### config.mk
export PLATFORM = sky130hd
export DESIGN_NAME = asp_core
export DESIGN_NICKNAME = d
export VERILOG_FILES = /design/src/design/asp_pkg.sv /design/src/design/asp_core.sv
export VERILOG_INCLUDE_DIRS = /design/src /design/src/design
export SDC_FILE = /design/constraint.sdc
export NUM_CORES = 1
export LEC_CHECK = 0
export ABC_AREA = 1
export BUFFER_PORTS_ARGS = -buffer_cell sky130_fd_sc_hd__buf_2
export CAP_MARGIN = 20
export CORE_ASPECT_RATIO = 0.7
export CORE_MARGIN = 2
export CORE_UTILIZATION = 65
export DETAILED_ROUTE_END_ITERATION = 8
export PLACE_DENSITY = 0.84
export SLEW_MARGIN = 20
export SYNTH_ARGS = -nofsm -noshare
export SYNTH_HDL_FRONTEND = slang
export SYNTH_SLANG_ARGS = --single-unit
### constraint.sdc
create_clock -name sys_clk_in -period 10.2 [get_ports sys_clk_in]
set_input_delay 1.02 -clock sys_clk_in [delete_from_list [all_inputs] [get_ports sys_clk_in]]
set_output_delay 1.02 -clock sys_clk_in [all_outputs]
set_load 0.02 [all_outputs]
### src/design/asp_regs.svh
// Offsets, field positions, reset values and sample counts of the serial port.
// Assumes an 8-bit register port with a 3-bit address.
`ifndef ASP_REGS_SVH
`define ASP_REGS_SVH
// Register addresses.
`define ASP_A_FMT   3'h0
`define ASP_A_CTL   3'h1
`define ASP_A_STS   3'h2
`define ASP_A_BRG   3'h3
`define ASP_A_BUFL  3'h4
`define ASP_A_BUFH  3'h5
// Format fields; bits 1:0 give length 7, 8 or 9.
`define ASP_M_STB   3
`define ASP_M_PSEL  4
`define ASP_M_PEN   5
`define ASP_M_CLK   6
// Control fields.
`define ASP_C_TEN   0
`define ASP_C_REN   1
`define ASP_C_TIN   2
`define ASP_C_RIN   3
`define ASP_C_TIS   4
`define ASP_C_CTS   5
`define ASP_C_RTS   6
`define ASP_CTL_WM  8'h73
// Status fields.
`define ASP_S_TBE   0
`define ASP_S_TCM   1
`define ASP_S_RBF   2
`define ASP_S_OER   3
`define ASP_S_FER   4
`define ASP_S_PER   5
`define ASP_S_SER   6
// Reset values.
`define ASP_FMT_RST 8'h01
// Positions within one bit time of 16 samples.
`define ASP_T_CHK   4'h1
`define ASP_T_SA    4'h7
`define ASP_T_SB    4'h8
`define ASP_T_SC    4'h9
`define ASP_T_LAST  4'hf
`endif

### src/design/asp_pkg.sv
// Types of the serial port core.
// Assumes nothing beyond a SystemVerilog compiler.
`default_nettype none
package asp_pkg;
   typedef enum logic [1:0] {ASP_RX_IDLE, ASP_RX_START, ASP_RX_BITS} asp_rx_t;
   typedef struct packed {
      logic [7:0]  fmt;
      logic [7:0]  ctl;
      logic [7:0]  brg;
      logic [7:0]  brg_cnt;
      logic [8:0]  tx_buf;
      logic        transmit_buffer_empty_flag;
      logic        transmit_complete_flag;
      logic        tx_busy;
      logic        txd;
      logic [12:0] tx_sh;
      logic [3:0]  tx_tick;
      logic [3:0]  tx_idx;
      logic [3:0]  tx_last;
      asp_rx_t     rx_st;
      logic        rx_prev;
      logic [3:0]  rx_tick;
      logic [3:0]  rx_idx;
      logic [1:0]  rx_lows;
      logic [12:0] rx_bits;
      logic [8:0]  rx_buf;
      logic        receive_full_flag;
      logic        overrun_flag;
      logic        framing_error_flag;
      logic        parity_error_flag;
      logic        error_summary_flag;
      logic        err_unread;
      logic        pend;
      logic        p_fer;
      logic        p_per;
      logic [8:0]  p_data;
      logic [7:0]  rd_data;
      logic        tx_irq;
      logic        rxf_irq;
      logic        rxe_irq;
      logic        rts_n;
   } asp_state_t;
endpackage
`default_nettype wire

### src/design/asp_core.sv
// Serial port core: one asynchronous transmitter and receiver channel.
// Assumes synchronous inputs and a one-cycle strobe register port.
//
// Contract
// RULE1: Status is read-only; writes ignored, top bit reads zero.
// RULE2: Error summary sets on erroneous reception; clears on status read or init.
// RULE3: Reception completing during a status read updates flags after that read.
// RULE4: Overrun sets if buffer unread or prior error unread; clears likewise.
// RULE5: Framing error sets when a stop bit, either of two, is zero.
// RULE6: Parity error sets on mismatch with selected sense when parity enabled.
// RULE7: Receive full sets on good last stop bit; clears on low read or init.
// RULE8: Transmit complete sets when last bit leaves and nothing can follow.
// RULE9: Transmit complete clears when a new character starts.
// RULE10: Buffer empty sets on load to shifter or init; clears on low write.
// RULE11: Transmit init forces buffer empty and transmit complete both set.
// RULE12: Control bits 0, 4, 5 are transmit enable, irq source, handshake.
// RULE13: Control bits 1 and 6 are receive enable and request-to-send enable.
// RULE14: Software programs the 0 to 255 divisor before enabling.
// RULE15: For nine bits software writes the high byte before the low byte.
// RULE16: Idle shifter and clear-to-send allow load, clear complete, set empty.
// RULE17: Frame is start, data least bit first, optional parity, stop bits.
// RULE18: Dropping enable or clear-to-send mid character does not abort it.
// RULE19: Start needs two low samples then a three-sample mid-bit majority.
// RULE20: Bits shift in least first, each decided by three-sample majority.
// RULE21: Good character loads buffer and full irq; bad sets errors and irq.
// RULE22: Transmit irq follows buffer empty or transmit complete per select.
// RULE23: Format register drives length, parity, stops and clock on both paths.
//
// Decided for this implementation: the strobed register port and the register offsets.
`include "asp_regs.svh"
`default_nettype none
module asp_core
   import asp_pkg::*;
(
   input  wire logic       sys_clk_in,      // System clock, 10 MHz.
   input  wire logic       rst_in,          // Asynchronous reset, high.
   input  wire logic [2:0] addr_in,         // Register address.
   input  wire logic [7:0] wdata_in,        // Write data.
   input  wire logic       wr_in,           // Write strobe.
   input  wire logic       rd_in,           // Read strobe.
   output logic      [7:0] rdata_out,       // Read data, cycle after strobe.
   input  wire logic       rxd_in,          // Serial receive line.
   input  wire logic       cts_n_in,        // Clear to send, low active.
   input  wire logic       ext_tick_in,     // Alternate clock source tick.
   output logic            txd_out,         // Serial transmit line.
   output logic            rts_n_out,       // Request to send, low active.
   output logic            tx_irq_out,      // Transmit interrupt pulse.
   output logic            rx_full_irq_out, // Receive full interrupt pulse.
   output logic            rx_err_irq_out   // Receive error interrupt pulse.
);

   // ****************************************
   // Helper functions
   // ****************************************

   // Number of data bits for the format.
   function automatic logic [3:0] asp_dl(input logic [7:0] f);
      if (f[1:0] == 2'h0) begin
         return 4'h7;
      end else if (f[1:0] == 2'h1) begin
         return 4'h8;
      end
      return 4'h9;
   endfunction

   // Frame length in bits, start bit included.
   function automatic logic [3:0] asp_nb(input logic [7:0] f);
      return 4'h2 + asp_dl(f) + {3'h0, f[`ASP_M_PEN]} + {3'h0, f[`ASP_M_STB]};
   endfunction

   // Parity bit to send for the data; odd sense when odd is set.
   function automatic logic asp_par(input logic [8:0] d, input logic [3:0] dl, input logic odd);
      logic p;
      p = odd;
      for (int i = 0; i < 9; i++) begin
         if (i < int'(dl)) begin
            p = p ^ d[i];
         end
      end
      return p;
   endfunction

   // Full transmit frame, idle-high bits beyond its end.
   function automatic logic [12:0] asp_frame(input logic [8:0] d, input logic [7:0] f);
      logic [12:0] r;
      logic [3:0]  dl;
      r = 13'h1fff;
      dl = asp_dl(f);
      r[0] = 1'b0;
      for (int i = 0; i < 9; i++) begin
         if (i < int'(dl)) begin
            r[i+1] = d[i];
         end
      end
      if (f[`ASP_M_PEN]) begin
         r[dl+4'h1] = asp_par(d, dl, f[`ASP_M_PSEL]);
      end
      return r;
   endfunction

   // Data field of a received frame, unused high bits zero.
   function automatic logic [8:0] asp_rxdata(input logic [12:0] b, input logic [3:0] dl);
      logic [8:0] d;
      d = 9'h000;
      for (int i = 0; i < 9; i++) begin
         if (i < int'(dl)) begin
            d[i] = b[i+1];
         end
      end
      return d;
   endfunction

   // ****************************************
   // State and events
   // ****************************************

   localparam asp_state_t ASP_RST = '{default: '0, fmt: `ASP_FMT_RST, transmit_buffer_empty_flag: 1'b1, transmit_complete_flag: 1'b1,
                                      txd: 1'b1, rx_prev: 1'b1, rts_n: 1'b1, rx_st: ASP_RX_IDLE};

   asp_state_t  s;
   asp_state_t  n;
   logic        src;
   logic        tick;
   logic        wr_low;
   logic        sts_rd;
   logic        low_rd;
   logic        transmit_initialise;
   logic        receive_initialise;
   logic        can;
   logic        tx_start;
   logic        tx_done;
   logic        smp;
   logic [1:0]  lows_n;
   logic        bitv;
   logic        rx_comp;
   logic        ev;
   logic [3:0]  dl;
   logic [3:0]  pen4;
   logic [3:0]  rx_last;
   logic [12:0] rb;
   logic [7:0]  sts;
   logic [8:0]  c_data;
   logic        c_fer;
   logic        c_per;
   logic        v_fer;
   logic        v_per;
   logic        v_oer;
   logic [8:0]  v_data;

   // ****************************************
   // Next state
   // ****************************************

   // All behaviour is decided here and registered below.
   always_comb begin
      n = s;
      n.tx_irq = 1'b0;
      n.rxf_irq = 1'b0;
      n.rxe_irq = 1'b0;
      dl = asp_dl(s.fmt);  // RULE23
      pen4 = {3'h0, s.fmt[`ASP_M_PEN]};
      rx_last = asp_nb(s.fmt) - 4'h1;
      wr_low = wr_in && (addr_in == `ASP_A_BUFL);
      sts_rd = rd_in && (addr_in == `ASP_A_STS);
      low_rd = rd_in && (addr_in == `ASP_A_BUFL);
      transmit_initialise = wr_in && (addr_in == `ASP_A_CTL) && wdata_in[`ASP_C_TIN];
      receive_initialise = wr_in && (addr_in == `ASP_A_CTL) && wdata_in[`ASP_C_RIN];

      // Sample clock at 16 times the baud rate, divide by divisor plus one.
      src = s.fmt[`ASP_M_CLK] ? ext_tick_in : 1'b1;  // RULE23
      tick = src && (s.brg_cnt == 8'h00);
      if (src) begin
         n.brg_cnt = tick ? s.brg : s.brg_cnt - 8'h01;
      end

      // Status image; the top bit is never driven.
      sts = 8'h00;  // RULE1
      sts[`ASP_S_TBE] = s.transmit_buffer_empty_flag;
      sts[`ASP_S_TCM] = s.transmit_complete_flag;
      sts[`ASP_S_RBF] = s.receive_full_flag;
      sts[`ASP_S_OER] = s.overrun_flag;
      sts[`ASP_S_FER] = s.framing_error_flag;
      sts[`ASP_S_PER] = s.parity_error_flag;
      sts[`ASP_S_SER] = s.error_summary_flag;

      // Read data stands only in the cycle after the strobe.
      n.rd_data = 8'h00;
      if (rd_in) begin
         case (addr_in)
            `ASP_A_FMT:  n.rd_data = s.fmt;
            `ASP_A_CTL:  n.rd_data = s.ctl;
            `ASP_A_STS:  n.rd_data = sts;
            `ASP_A_BRG:  n.rd_data = s.brg;
            `ASP_A_BUFL: n.rd_data = s.rx_buf[7:0];
            `ASP_A_BUFH: n.rd_data = {7'h00, s.rx_buf[8]};
            default:     n.rd_data = 8'h00;
         endcase
      end

      // Writes; the init bits act once and read back as zero.
      if (wr_in) begin
         case (addr_in)
            `ASP_A_FMT:  n.fmt = wdata_in;
            `ASP_A_CTL:  n.ctl = wdata_in & `ASP_CTL_WM;  // RULE12 RULE13
            `ASP_A_BRG:  n.brg = wdata_in;
            `ASP_A_BUFH: n.tx_buf[8] = wdata_in[0];
            `ASP_A_BUFL: begin
               n.tx_buf[7:0] = wdata_in;
               n.transmit_buffer_empty_flag = 1'b0;  // RULE10
            end
            default:     n.brg = s.brg;  // RULE1
         endcase
      end

      // ****************************************
      // Transmitter
      // ****************************************

      // A load is held off in the low-byte write cycle, so the new byte
      // never races the empty flag.
      tx_done = s.tx_busy && tick && (s.tx_tick == `ASP_T_LAST) && (s.tx_idx == s.tx_last);
      can = !s.transmit_buffer_empty_flag && s.ctl[`ASP_C_TEN] && (!s.ctl[`ASP_C_CTS] || !cts_n_in) && !wr_low;
      tx_start = can && (!s.tx_busy || tx_done);  // RULE16
      if (s.tx_busy && tick) begin
         n.tx_tick = s.tx_tick + 4'h1;
         if (s.tx_tick == `ASP_T_LAST) begin
            n.tx_idx = s.tx_idx + 4'h1;
            n.tx_sh = {1'b1, s.tx_sh[12:1]};  // RULE17
            n.txd = s.tx_sh[1];
         end
      end
      // Only the bit count or a transmit init ends a character, never enable or handshake.
      if (tx_done) begin  // RULE18
         n.tx_busy = 1'b0;
         n.txd = 1'b1;
         if (!tx_start) begin
            n.transmit_complete_flag = 1'b1;  // RULE8
         end
      end
      if (tx_start) begin
         n.tx_sh = asp_frame(s.tx_buf, s.fmt);  // RULE17 RULE23
         n.txd = 1'b0;
         n.tx_busy = 1'b1;
         n.tx_idx = 4'h0;
         n.tx_tick = 4'h0;
         n.tx_last = asp_nb(s.fmt) - 4'h1;
         n.transmit_complete_flag = 1'b0;  // RULE9
         n.transmit_buffer_empty_flag = 1'b1;  // RULE10
      end
      if (transmit_initialise) begin  // RULE11
         n.tx_busy = 1'b0;
         n.txd = 1'b1;
         n.transmit_buffer_empty_flag = 1'b1;
         n.transmit_complete_flag = 1'b1;
      end
      n.tx_irq = s.ctl[`ASP_C_TIS] ? (n.transmit_complete_flag && !s.transmit_complete_flag) : (n.transmit_buffer_empty_flag && !s.transmit_buffer_empty_flag);  // RULE22

      // ****************************************
      // Receiver
      // ****************************************

      // Three samples at positions 7, 8 and 9 vote; low count below two is a one.
      smp = tick && ((s.rx_tick == `ASP_T_SA) || (s.rx_tick == `ASP_T_SB) || (s.rx_tick == `ASP_T_SC));
      lows_n = smp ? s.rx_lows + {1'b0, !rxd_in} : s.rx_lows;
      bitv = (lows_n < 2'h2);  // RULE20
      rx_comp = 1'b0;
      rb = s.rx_bits;
      rb[s.rx_idx] = bitv;
      unique case (s.rx_st)
         ASP_RX_IDLE: begin
            if (tick) begin
               n.rx_prev = rxd_in;
               if (s.ctl[`ASP_C_REN] && s.rx_prev && !rxd_in) begin  // RULE19
                  n.rx_st = ASP_RX_START;
                  n.rx_tick = 4'h0;
                  n.rx_idx = 4'h0;
                  n.rx_lows = 2'h0;
               end
            end
         end
         ASP_RX_START, ASP_RX_BITS: begin
            if (tick) begin
               n.rx_tick = s.rx_tick + 4'h1;
               n.rx_lows = lows_n;
               if ((s.rx_st == ASP_RX_START) && (s.rx_tick == `ASP_T_CHK) && rxd_in) begin
                  n.rx_st = ASP_RX_IDLE;  // RULE19
               end
               if (s.rx_tick == `ASP_T_SC) begin
                  if (s.rx_st == ASP_RX_START) begin
                     n.rx_st = bitv ? ASP_RX_IDLE : ASP_RX_BITS;  // RULE19
                  end else begin
                     n.rx_bits = rb;  // RULE20
                     if (s.rx_idx == rx_last) begin
                        rx_comp = 1'b1;
                        n.rx_st = ASP_RX_IDLE;
                        n.rx_prev = bitv;
                     end
                  end
               end
               if (s.rx_tick == `ASP_T_LAST) begin
                  n.rx_idx = s.rx_idx + 4'h1;
                  n.rx_lows = 2'h0;
               end
            end
         end
         default: n.rx_st = ASP_RX_IDLE;
      endcase

      // Error checks of a finished frame.
      c_data = asp_rxdata(rb, dl);
      c_fer = !rb[dl+4'h1+pen4] || (s.fmt[`ASP_M_STB] && !rb[dl+4'h2+pen4]);  // RULE5
      c_per = s.fmt[`ASP_M_PEN] && (rb[dl+4'h1] != asp_par(c_data, dl, s.fmt[`ASP_M_PSEL]));  // RULE6
      ev = rx_comp || s.pend;
      v_fer = rx_comp ? c_fer : s.p_fer;
      v_per = rx_comp ? c_per : s.p_per;
      v_data = rx_comp ? c_data : s.p_data;
      v_oer = s.receive_full_flag || s.err_unread;  // RULE4

      // Read clears come first so that a hardware set wins; receive init comes last and wins.
      if (sts_rd) begin  // RULE2 RULE4
         n.overrun_flag = 1'b0;
         n.framing_error_flag = 1'b0;
         n.parity_error_flag = 1'b0;
         n.error_summary_flag = 1'b0;
         n.err_unread = 1'b0;
      end
      if (low_rd) begin
         n.receive_full_flag = 1'b0;  // RULE7
      end
      // A result that meets a status read waits until the read is over.
      if (ev && sts_rd) begin  // RULE3
         n.pend = 1'b1;
         n.p_fer = v_fer;
         n.p_per = v_per;
         n.p_data = v_data;
      end else if (ev) begin
         n.pend = 1'b0;
         if (v_oer || v_fer || v_per) begin  // RULE21
            n.overrun_flag = n.overrun_flag || v_oer;
            n.framing_error_flag = n.framing_error_flag || v_fer;
            n.parity_error_flag = n.parity_error_flag || v_per;
            n.error_summary_flag = 1'b1;  // RULE2
            n.err_unread = 1'b1;
            n.rxe_irq = 1'b1;
         end else begin
            n.rx_buf = v_data;  // RULE21
            n.receive_full_flag = 1'b1;  // RULE7
            n.rxf_irq = 1'b1;
         end
      end
      if (receive_initialise) begin  // RULE2 RULE4 RULE7
         n.rx_st = ASP_RX_IDLE;
         n.rx_prev = 1'b1;
         n.pend = 1'b0;
         n.receive_full_flag = 1'b0;
         n.overrun_flag = 1'b0;
         n.framing_error_flag = 1'b0;
         n.parity_error_flag = 1'b0;
         n.error_summary_flag = 1'b0;
         n.err_unread = 1'b0;
      end
      // Request to send is asserted only while the receiver waits idle.
      n.rts_n = !(n.ctl[`ASP_C_RTS] && n.ctl[`ASP_C_REN] && (n.rx_st == ASP_RX_IDLE));  // RULE13
   end

   // ****************************************
   // State register and outputs
   // ****************************************

   // Single register for the whole state.
   always_ff @(posedge sys_clk_in or posedge rst_in) begin
      if (rst_in) begin
         s <= ASP_RST;
      end else begin
         s <= n;
      end
   end

   // Outputs come straight from the state register.
   assign rdata_out = s.rd_data;
   assign txd_out = s.txd;
   assign rts_n_out = s.rts_n;
   assign tx_irq_out = s.tx_irq;
   assign rx_full_irq_out = s.rxf_irq;
   assign rx_err_irq_out = s.rxe_irq;
endmodule
`default_nettype wire

==> results.ini, run 1 <==
[worst_setup_path]
path_max_fanout = 16
crit_chain = inv_1 > nand2_1 > ha_1 > inv_1 > ha_1 > ha_1 > or2_2 > nand4_1 > nor3_1 > nand3_2 > nor3_4 > o21ai_1 > nor2_1 > nand2_1 > a21oi_2 > nand4_1 > nand2_1 > nand2_1
crit_family = simple AND/OR/NAND/NOR gates
cp_slowest_cell = nor3_4
start_kind = flop
crit_type = reg -> reg
required_ns = 10.51
endpoint_kind = flop
cp.buffers_inverters = 2
crit_arrival_ns = 5.11
path_common_cell = nand2_1
crit_path_max_incr_delay_ns = 0.54

[clock_network]
htree_levels = 4
cts_buffers = 17
clk_pin_slew_ns = 0.06
cts_resized = 0
postCtsSetupRepairBufs = 0
clock_path_buffers = 2
tritoncts = yes
hold_buffers = 0
clock-root-buffer = clkbuf_16
clkLatencyLatePin_ns = 0.42
clock_sinks = 131

[sta]
post-route-period-util = 0.470
hold_viol_final = 0
fin_setup_tns_ns = 0
period_minus_slack_ns = 4.80
slew_headroom = 0.372
clock_skew_ns = 0.0105
rsz0062_at_grt = false
clock.fmax_ghz = 0.208
slew_viol_final = 0
tightestPinTransition_ns = 0.935
setup_violations = 0

[hold_path]
holdCritPathClass = reg -> reg

[global_routing]
grt_pass1_wl_um = 32200
use_met3 = 0.0804
grt.overflow.total = 0
antenna_found_initial = 1
met2_usage = 0.500
gr-usage-met1 = 0.483
first_global_vias = 6287
grt_max_degree = 82
top_usage_layer = met2
grt_use_total = 0.333

[cells_and_area]
num-fill-cells = 822
area_growth_pct = 12.0
layout.nets = 1033
drive_gt1_frac = 0.116
diodes = 0
post-route-util = 0.755

[logic_synthesis]
synthAdderAreaFrac = 0.0460
avgSynthCellArea_um2 = 7.78
yosysTopAreaCell = dfrtp_1
synth_xor_area_frac = 0.0292
yosysMostFrequentCell = nand2_1
yosys_warnings = 0
synthArstFlopShare = 1.00
synth-simple-area-share = 0.260
yosys-top-cells-count = 232 x nand2_1, 125 x dfrtp_1, 121 x inv_1
ys_seq_area_frac = 0.438
ys.flop_type = dfrtp_1
synth_compound_area_frac = 0.135
synth_enable_flop_cells = 0
ys_top_cells_by_area = dfrtp_1 42%, nand2_1 12%, o21ai_0 6.3%, inv_1 6.1%, nand3_1 4.5%
syn_area_mm2 = 0.00750
synthCells = 964
ys_ff_latch = 131
synth_top_family_by_area = simple AND/OR/NAND/NOR gates
synth.mux.area_fraction = 0.00450
synth.top_cell.area_share = 0.417
synth_cell_types = 49
syn_nets = 1009

[route]
vias_per_cell = 5.97
dr_total_vias = 6887
ant_nets = 0
drc = 0
wl_um = 19800
dr.pass1.iters = 6
drt_iter0_markers = 844
routedWlPerCell_um = 17.1

[floorplanning]
rows = 32
die_h_um = 93.9
fp.dieW_um = 132
placeableCoreArea_mm2 = 0.0111
initial_core_util = 0.674
boundaryPins = 31
dieArea_mm2 = 0.0124

[placed_design]
io_buffers = 30
place_congestion = 0.960
dpl.hpwl_um = 13800

[power]
max-vdd-ir-drop_v = 0.000151
p_leak_nw = 4.15
p_per_area_mw_per_mm2 = 238

[run]
drv_cap = 0

[status]
status = finished, final reports clean

[per-stage QoR]
| step | hold slack [ns] | worst slack [ns] | power (mW) | instance area [um2] | cells |
|---|---|---|---|---|---|
| 2_1_floorplan | 0.423 | 5.69 | 1.13 | 7500 | 964 |
| 3_3_place_gp | 0.441 | 5.60 | 1.26 | 7700 | 1121 |
| 3_5_place_dp | 0.447 | 5.36 | 1.28 | 7700 | 1121 |
| 4_1_cts | 0.462 | 5.24 | 1.98 | 8370 | 1153 |
| 5_1_grt | 0.483 | 4.97 | 2.11 | 8400 | 1154 |
| 6_report | 0.464 | 5.40 | 2.00 | 8400 | 1154 |
[worst min-delay path, cell delays in order, from the launching register on]
cell     delay, ns
dfrtp_1       0.32
inv_1         0.05
nand2_1       0.06
[placed cells by master (no fill, tap or decap), types with 3 or more instances in the layout]
master / Yosys / routed
o211ai_1: 7 / 7
bufinv_16: 0 / 6
o22ai_1: 8 / 8
inv_2: 5 / 5
nor3_1: 9 / 9
nand4_1: 19 / 19
dfrtp_1: 125 / 125
buf_2: 4 / 30
xnor2_1: 7 / 7
a21oi_1: 35 / 35
clkbuf_16: 0 / 17
o21ai_0: 94 / 94
ha_1: 26 / 26
clkinv_1: 3 / 3
nand3_1: 68 / 68
o31ai_1: 4 / 4
nand2_2: 5 / 5
clkinv_2: 0 / 3
buf_4: 10 / 4
dfstp_2: 6 / 6
nand2_1: 232 / 232
mux2_2: 3 / 3
xor2_1: 18 / 18
a22oi_1: 4 / 4
nor2_1: 69 / 68
nor2_2: 4 / 5
a31oi_1: 13 / 13
inv_1: 121 / 120
or2_2: 17 / 17
nor4_1: 4 / 4
[worst paths after layout]
| kind | cells past startpoint | from | endpoint | slack (ns) |
|---|---|---|---|---|
| setup / recovery | 18 | s[128] | s[35] | 5.40 |
| hold / removal | 2 | s[89] | s[89] | 0.46 |
| setup reg to reg | 18 | s[128] | s[35] | 5.40 |
| hold reg to reg | 2 | s[89] | s[89] | 0.46 |
| max in group asynchronous | 4 | rst_in | s[127] | 8.37 |
| min in group asynchronous | 2 | rst_in | s[107] | 0.69 |
[cell families (layout without fill, tap and decap cells)]
family / Yosys count / in the layout
and+or+nand+nor: 439 / 439
adders and majority gates: 27 / 27
DFF: 131 / 131
muxes: 3 / 3
AOI/OAI and AO/OA: 180 / 180
buffers and inverters: 159 / 196
xor gates and xnor gates: 25 / 25
[power by group]
part           total, mW  internal [mW]  switching [mW]
clock              0.695          0.459           0.236
sequential         0.738          0.629           0.109
combinational      0.565          0.202           0.363
[cell type report]
class                   instances  area, um2  share of cell area
multi-input cells             674       3560               0.424
flip-flops and latches        131       3290               0.391
inverters                     129        487              0.0579
clock buffers                  19        433              0.0515
clock inverters                13        231              0.0276
repair buffers                 35        208              0.0247
well taps                     153        191              0.0228
[registers in the layout, indices dropped and copies added (netlist names)]
name and cells:
rts_n_out 1, rx_full_irq_out 1, pen4 1, rdata_out 8
s 117, txd_out 1, rx_err_irq_out 1, tx_irq_out 1
[layer usage]
metal	vias up	share of wire
li1	3222	-
met3	50	0.093
met5	-	0.00061
met1	3269	0.44
met4	2	0.022
met2	344	0.44
Power figures use the tool's default switching activity.
==> run 2: changes to the inputs <==
Settings changed: CORE_UTILIZATION 65 to 56, PLACE_DENSITY 0.84 to 0.77.
Clock period 10.2 ns to 4.12 ns, I/O delays scaled along.
==> results.ini, run 2 (same netlist as run 1, synthesis figures left out) <==
[placed_design]
place_congestion = 0.949  ; -1.1%
pre_cts_ws_ns = 0.117  ; -5.24 ns
dpl.hpwl_um = 14100  ; +2.0%
dpl.cell_count = 1143  ; +2.0%
io_buffers = 30  ; unchanged
placed_area_mm2 = 0.00779  ; +1.1%

[worst_setup_path]
path_common_cell = nand2_1
crit_chain = nand2_1 > ha_2 > inv_1 > ha_1 > ha_1 > xnor2_1 > xor2_1 > nor3_2 > nand3_2 > nor3_4 > inv_2 > nand2_2 > inv_1 > nor2_4 > nand4_1 > buf_4 > nand2_1 > nand2_1
reg2reg_from = s[127]
cp_slowest_cell = dfstp_2
reg2reg_to = s[35]
rr_worst_depth = 18  ; unchanged
crit_family = simple AND/OR/NAND/NOR gates
crit_path_max_incr_delay_ns = 0.58  ; +0.04 ns
r2r_slack_ns = 0.39  ; -5.01 ns
endpoint_kind = flop
crit_type = reg -> reg
cp.buffers_inverters = 4  ; +2
required_ns = 4.43  ; -6.08 ns
path_depth = 18  ; unchanged
path_max_fanout = 10  ; -6
crit_path_start = s[127]
crit_arrival_ns = 4.04  ; -1.07 ns
start_kind = flop
crit_path_end = s[35]

[floorplanning]
initial_core_util = 0.571  ; -0.103
boundaryPins = 31  ; unchanged
placeableCoreArea_mm2 = 0.0131  ; +18%
dieArea_mm2 = 0.0144  ; +15%
fp.dieW_um = 142  ; +7.5%
die_h_um = 101  ; +7.4%
rows = 35  ; +9.4%

[power]
p_leak_nw = 4.16  ; about the same
p_per_area_mw_per_mm2 = 570  ; +140%
max-vdd-ir-drop_v = 0.000287  ; +89%

[cells_and_area]
final_area_mm2 = 0.00841  ; +0.16%
final_common_cell = nand2_1
layout_common_cells = 232 x nand2_1, 125 x dfrtp_1, 120 x inv_1, 94 x o21ai_0, 69 x nor2_1
fin_cells = 1176  ; +1.9%
drive_gt1_frac = 0.126  ; +0.00986
diodes = 0  ; unchanged
layout.nets = 1042  ; +0.87%
area_growth_pct = 12.2
largest_register_ffs = 117  ; unchanged
top_register = s

[route]
vias_per_cell = 5.71  ; -4.3%
drc = 0  ; unchanged
ant_nets = 0  ; unchanged
drt_iter0_markers = 687  ; -19%
wl_um = 19700  ; -0.69%
routedWlPerCell_um = 16.7  ; -2.6%
dr.pass1.iters = 5  ; -1
dr_total_vias = 6714  ; -2.5%

[global_routing]
antenna_found_initial = 0  ; -1
grt_pass1_wl_um = 31900  ; -0.64%
grt_use_total = 0.286  ; -0.0471
grt_max_degree = 108  ; +32%
first_global_vias = 6259  ; -0.45%
grt.overflow.total = 0  ; unchanged

[sta]
period_minus_slack_ns = 3.73  ; -1.07 ns
tightestPinTransition_ns = 0.966  ; +0.0316 ns
fin_setup_tns_ns = 0  ; unchanged
slew_headroom = 0.356  ; -0.0162
post-route-period-util = 0.906  ; +0.435
clock_skew_ns = 0.00974  ; -0.000770 ns
setup_violations = 0  ; unchanged
hold_viol_final = 0  ; unchanged
setup_ws_ns = 0.389  ; -5.01 ns
clock.fmax_ghz = 0.268  ; +29%
rsz0062_at_grt = false
slew_viol_final = 0  ; unchanged

[clock_network]
clkLatencyLatePin_ns = 0.42  ; about the same
tritoncts = yes
clock-root-buffer = clkbuf_16
clk_pin_slew_ns = 0.06  ; about the same
hold_buffers = 0  ; unchanged
clock_sinks = 131  ; unchanged
htree_levels = 4  ; unchanged
cts_buffers = 17  ; unchanged
clock_path_buffers = 2  ; unchanged

[hold_path]
holdCritPathClass = in -> async

[run]
drv_cap = 0  ; unchanged

[status]
status = finished, final reports clean

-- run 2: how the worst min path moves through the flow --
stage	slack, ns	end	start	cells past startpoint
global placement	0.44	s[89]	s[89]	2
CTS	0.21	rdata_out[7]	rd_in	3
floorplan	0.42	s[89]	s[89]	2
detailed placement	0.45	s[89]	s[89]	2
finish	0.20	s[67]	rst_in	2
global route	0.23	rdata_out[7]	rd_in	3
-- run 2: layer usage --
layer | GRT usage | vias to the layer above | wire length [um]
li1 | - | 3231 | -
met1 | 0.415 | 3183 | 9050
met2 | 0.424 | 268 | 8610
met3 | 0.0637 | 32 | 1580
met4 | 0.106 | 0 | 413
met5 | 0 | - | 0
-- run 2: cell type report --
type                       count  area [um2]
tap                          166         208
timing repair buffer          44         255
inverter                     129         489
clock inverter                14         178
multi-input combinational    674        3570
fill                        1104        4720
clock buffer                  18         429
sequential                   131        3290
-- run 2: what timing repair did --
item                                    in CTS  in global routing
setup buffers                                0                  1
endpoints found under the setup margin       0                 20
gates resized for setup                      0                  2
-- run 2: per-stage QoR --
stage                     power (mW)  utilization  hold WS [ns]
after detailed placement        3.19        0.593         0.445
after global placement          3.15        0.593         0.439
after floorplan                 2.80            -         0.423
after global routing            5.10        0.640         0.230
final                           4.79        0.640         0.196
after CTS                       4.77        0.639         0.207
-- run 2: power breakdown --
part	switching (mW)	internal [mW]	total (mW)
logic	0.897	0.510	1.41
clock network	0.610	0.962	1.57
registers	0.255	1.56	1.81
-- run 2: worst reg2reg max path: stages, from the launching register on --
cell and delay (ns):
dfstp_2 0.58, nand2_1 0.17, ha_2 0.46, inv_1 0.14, ha_1 0.23, ha_1 0.20, xnor2_1 0.14, xor2_1 0.17
nor3_2 0.22, nand3_2 0.12, nor3_4 0.22, inv_2 0.10, nand2_2 0.12, inv_1 0.09, nor2_4 0.21, nand4_1 0.15
buf_4 0.20, nand2_1 0.07, nand2_1 0.05
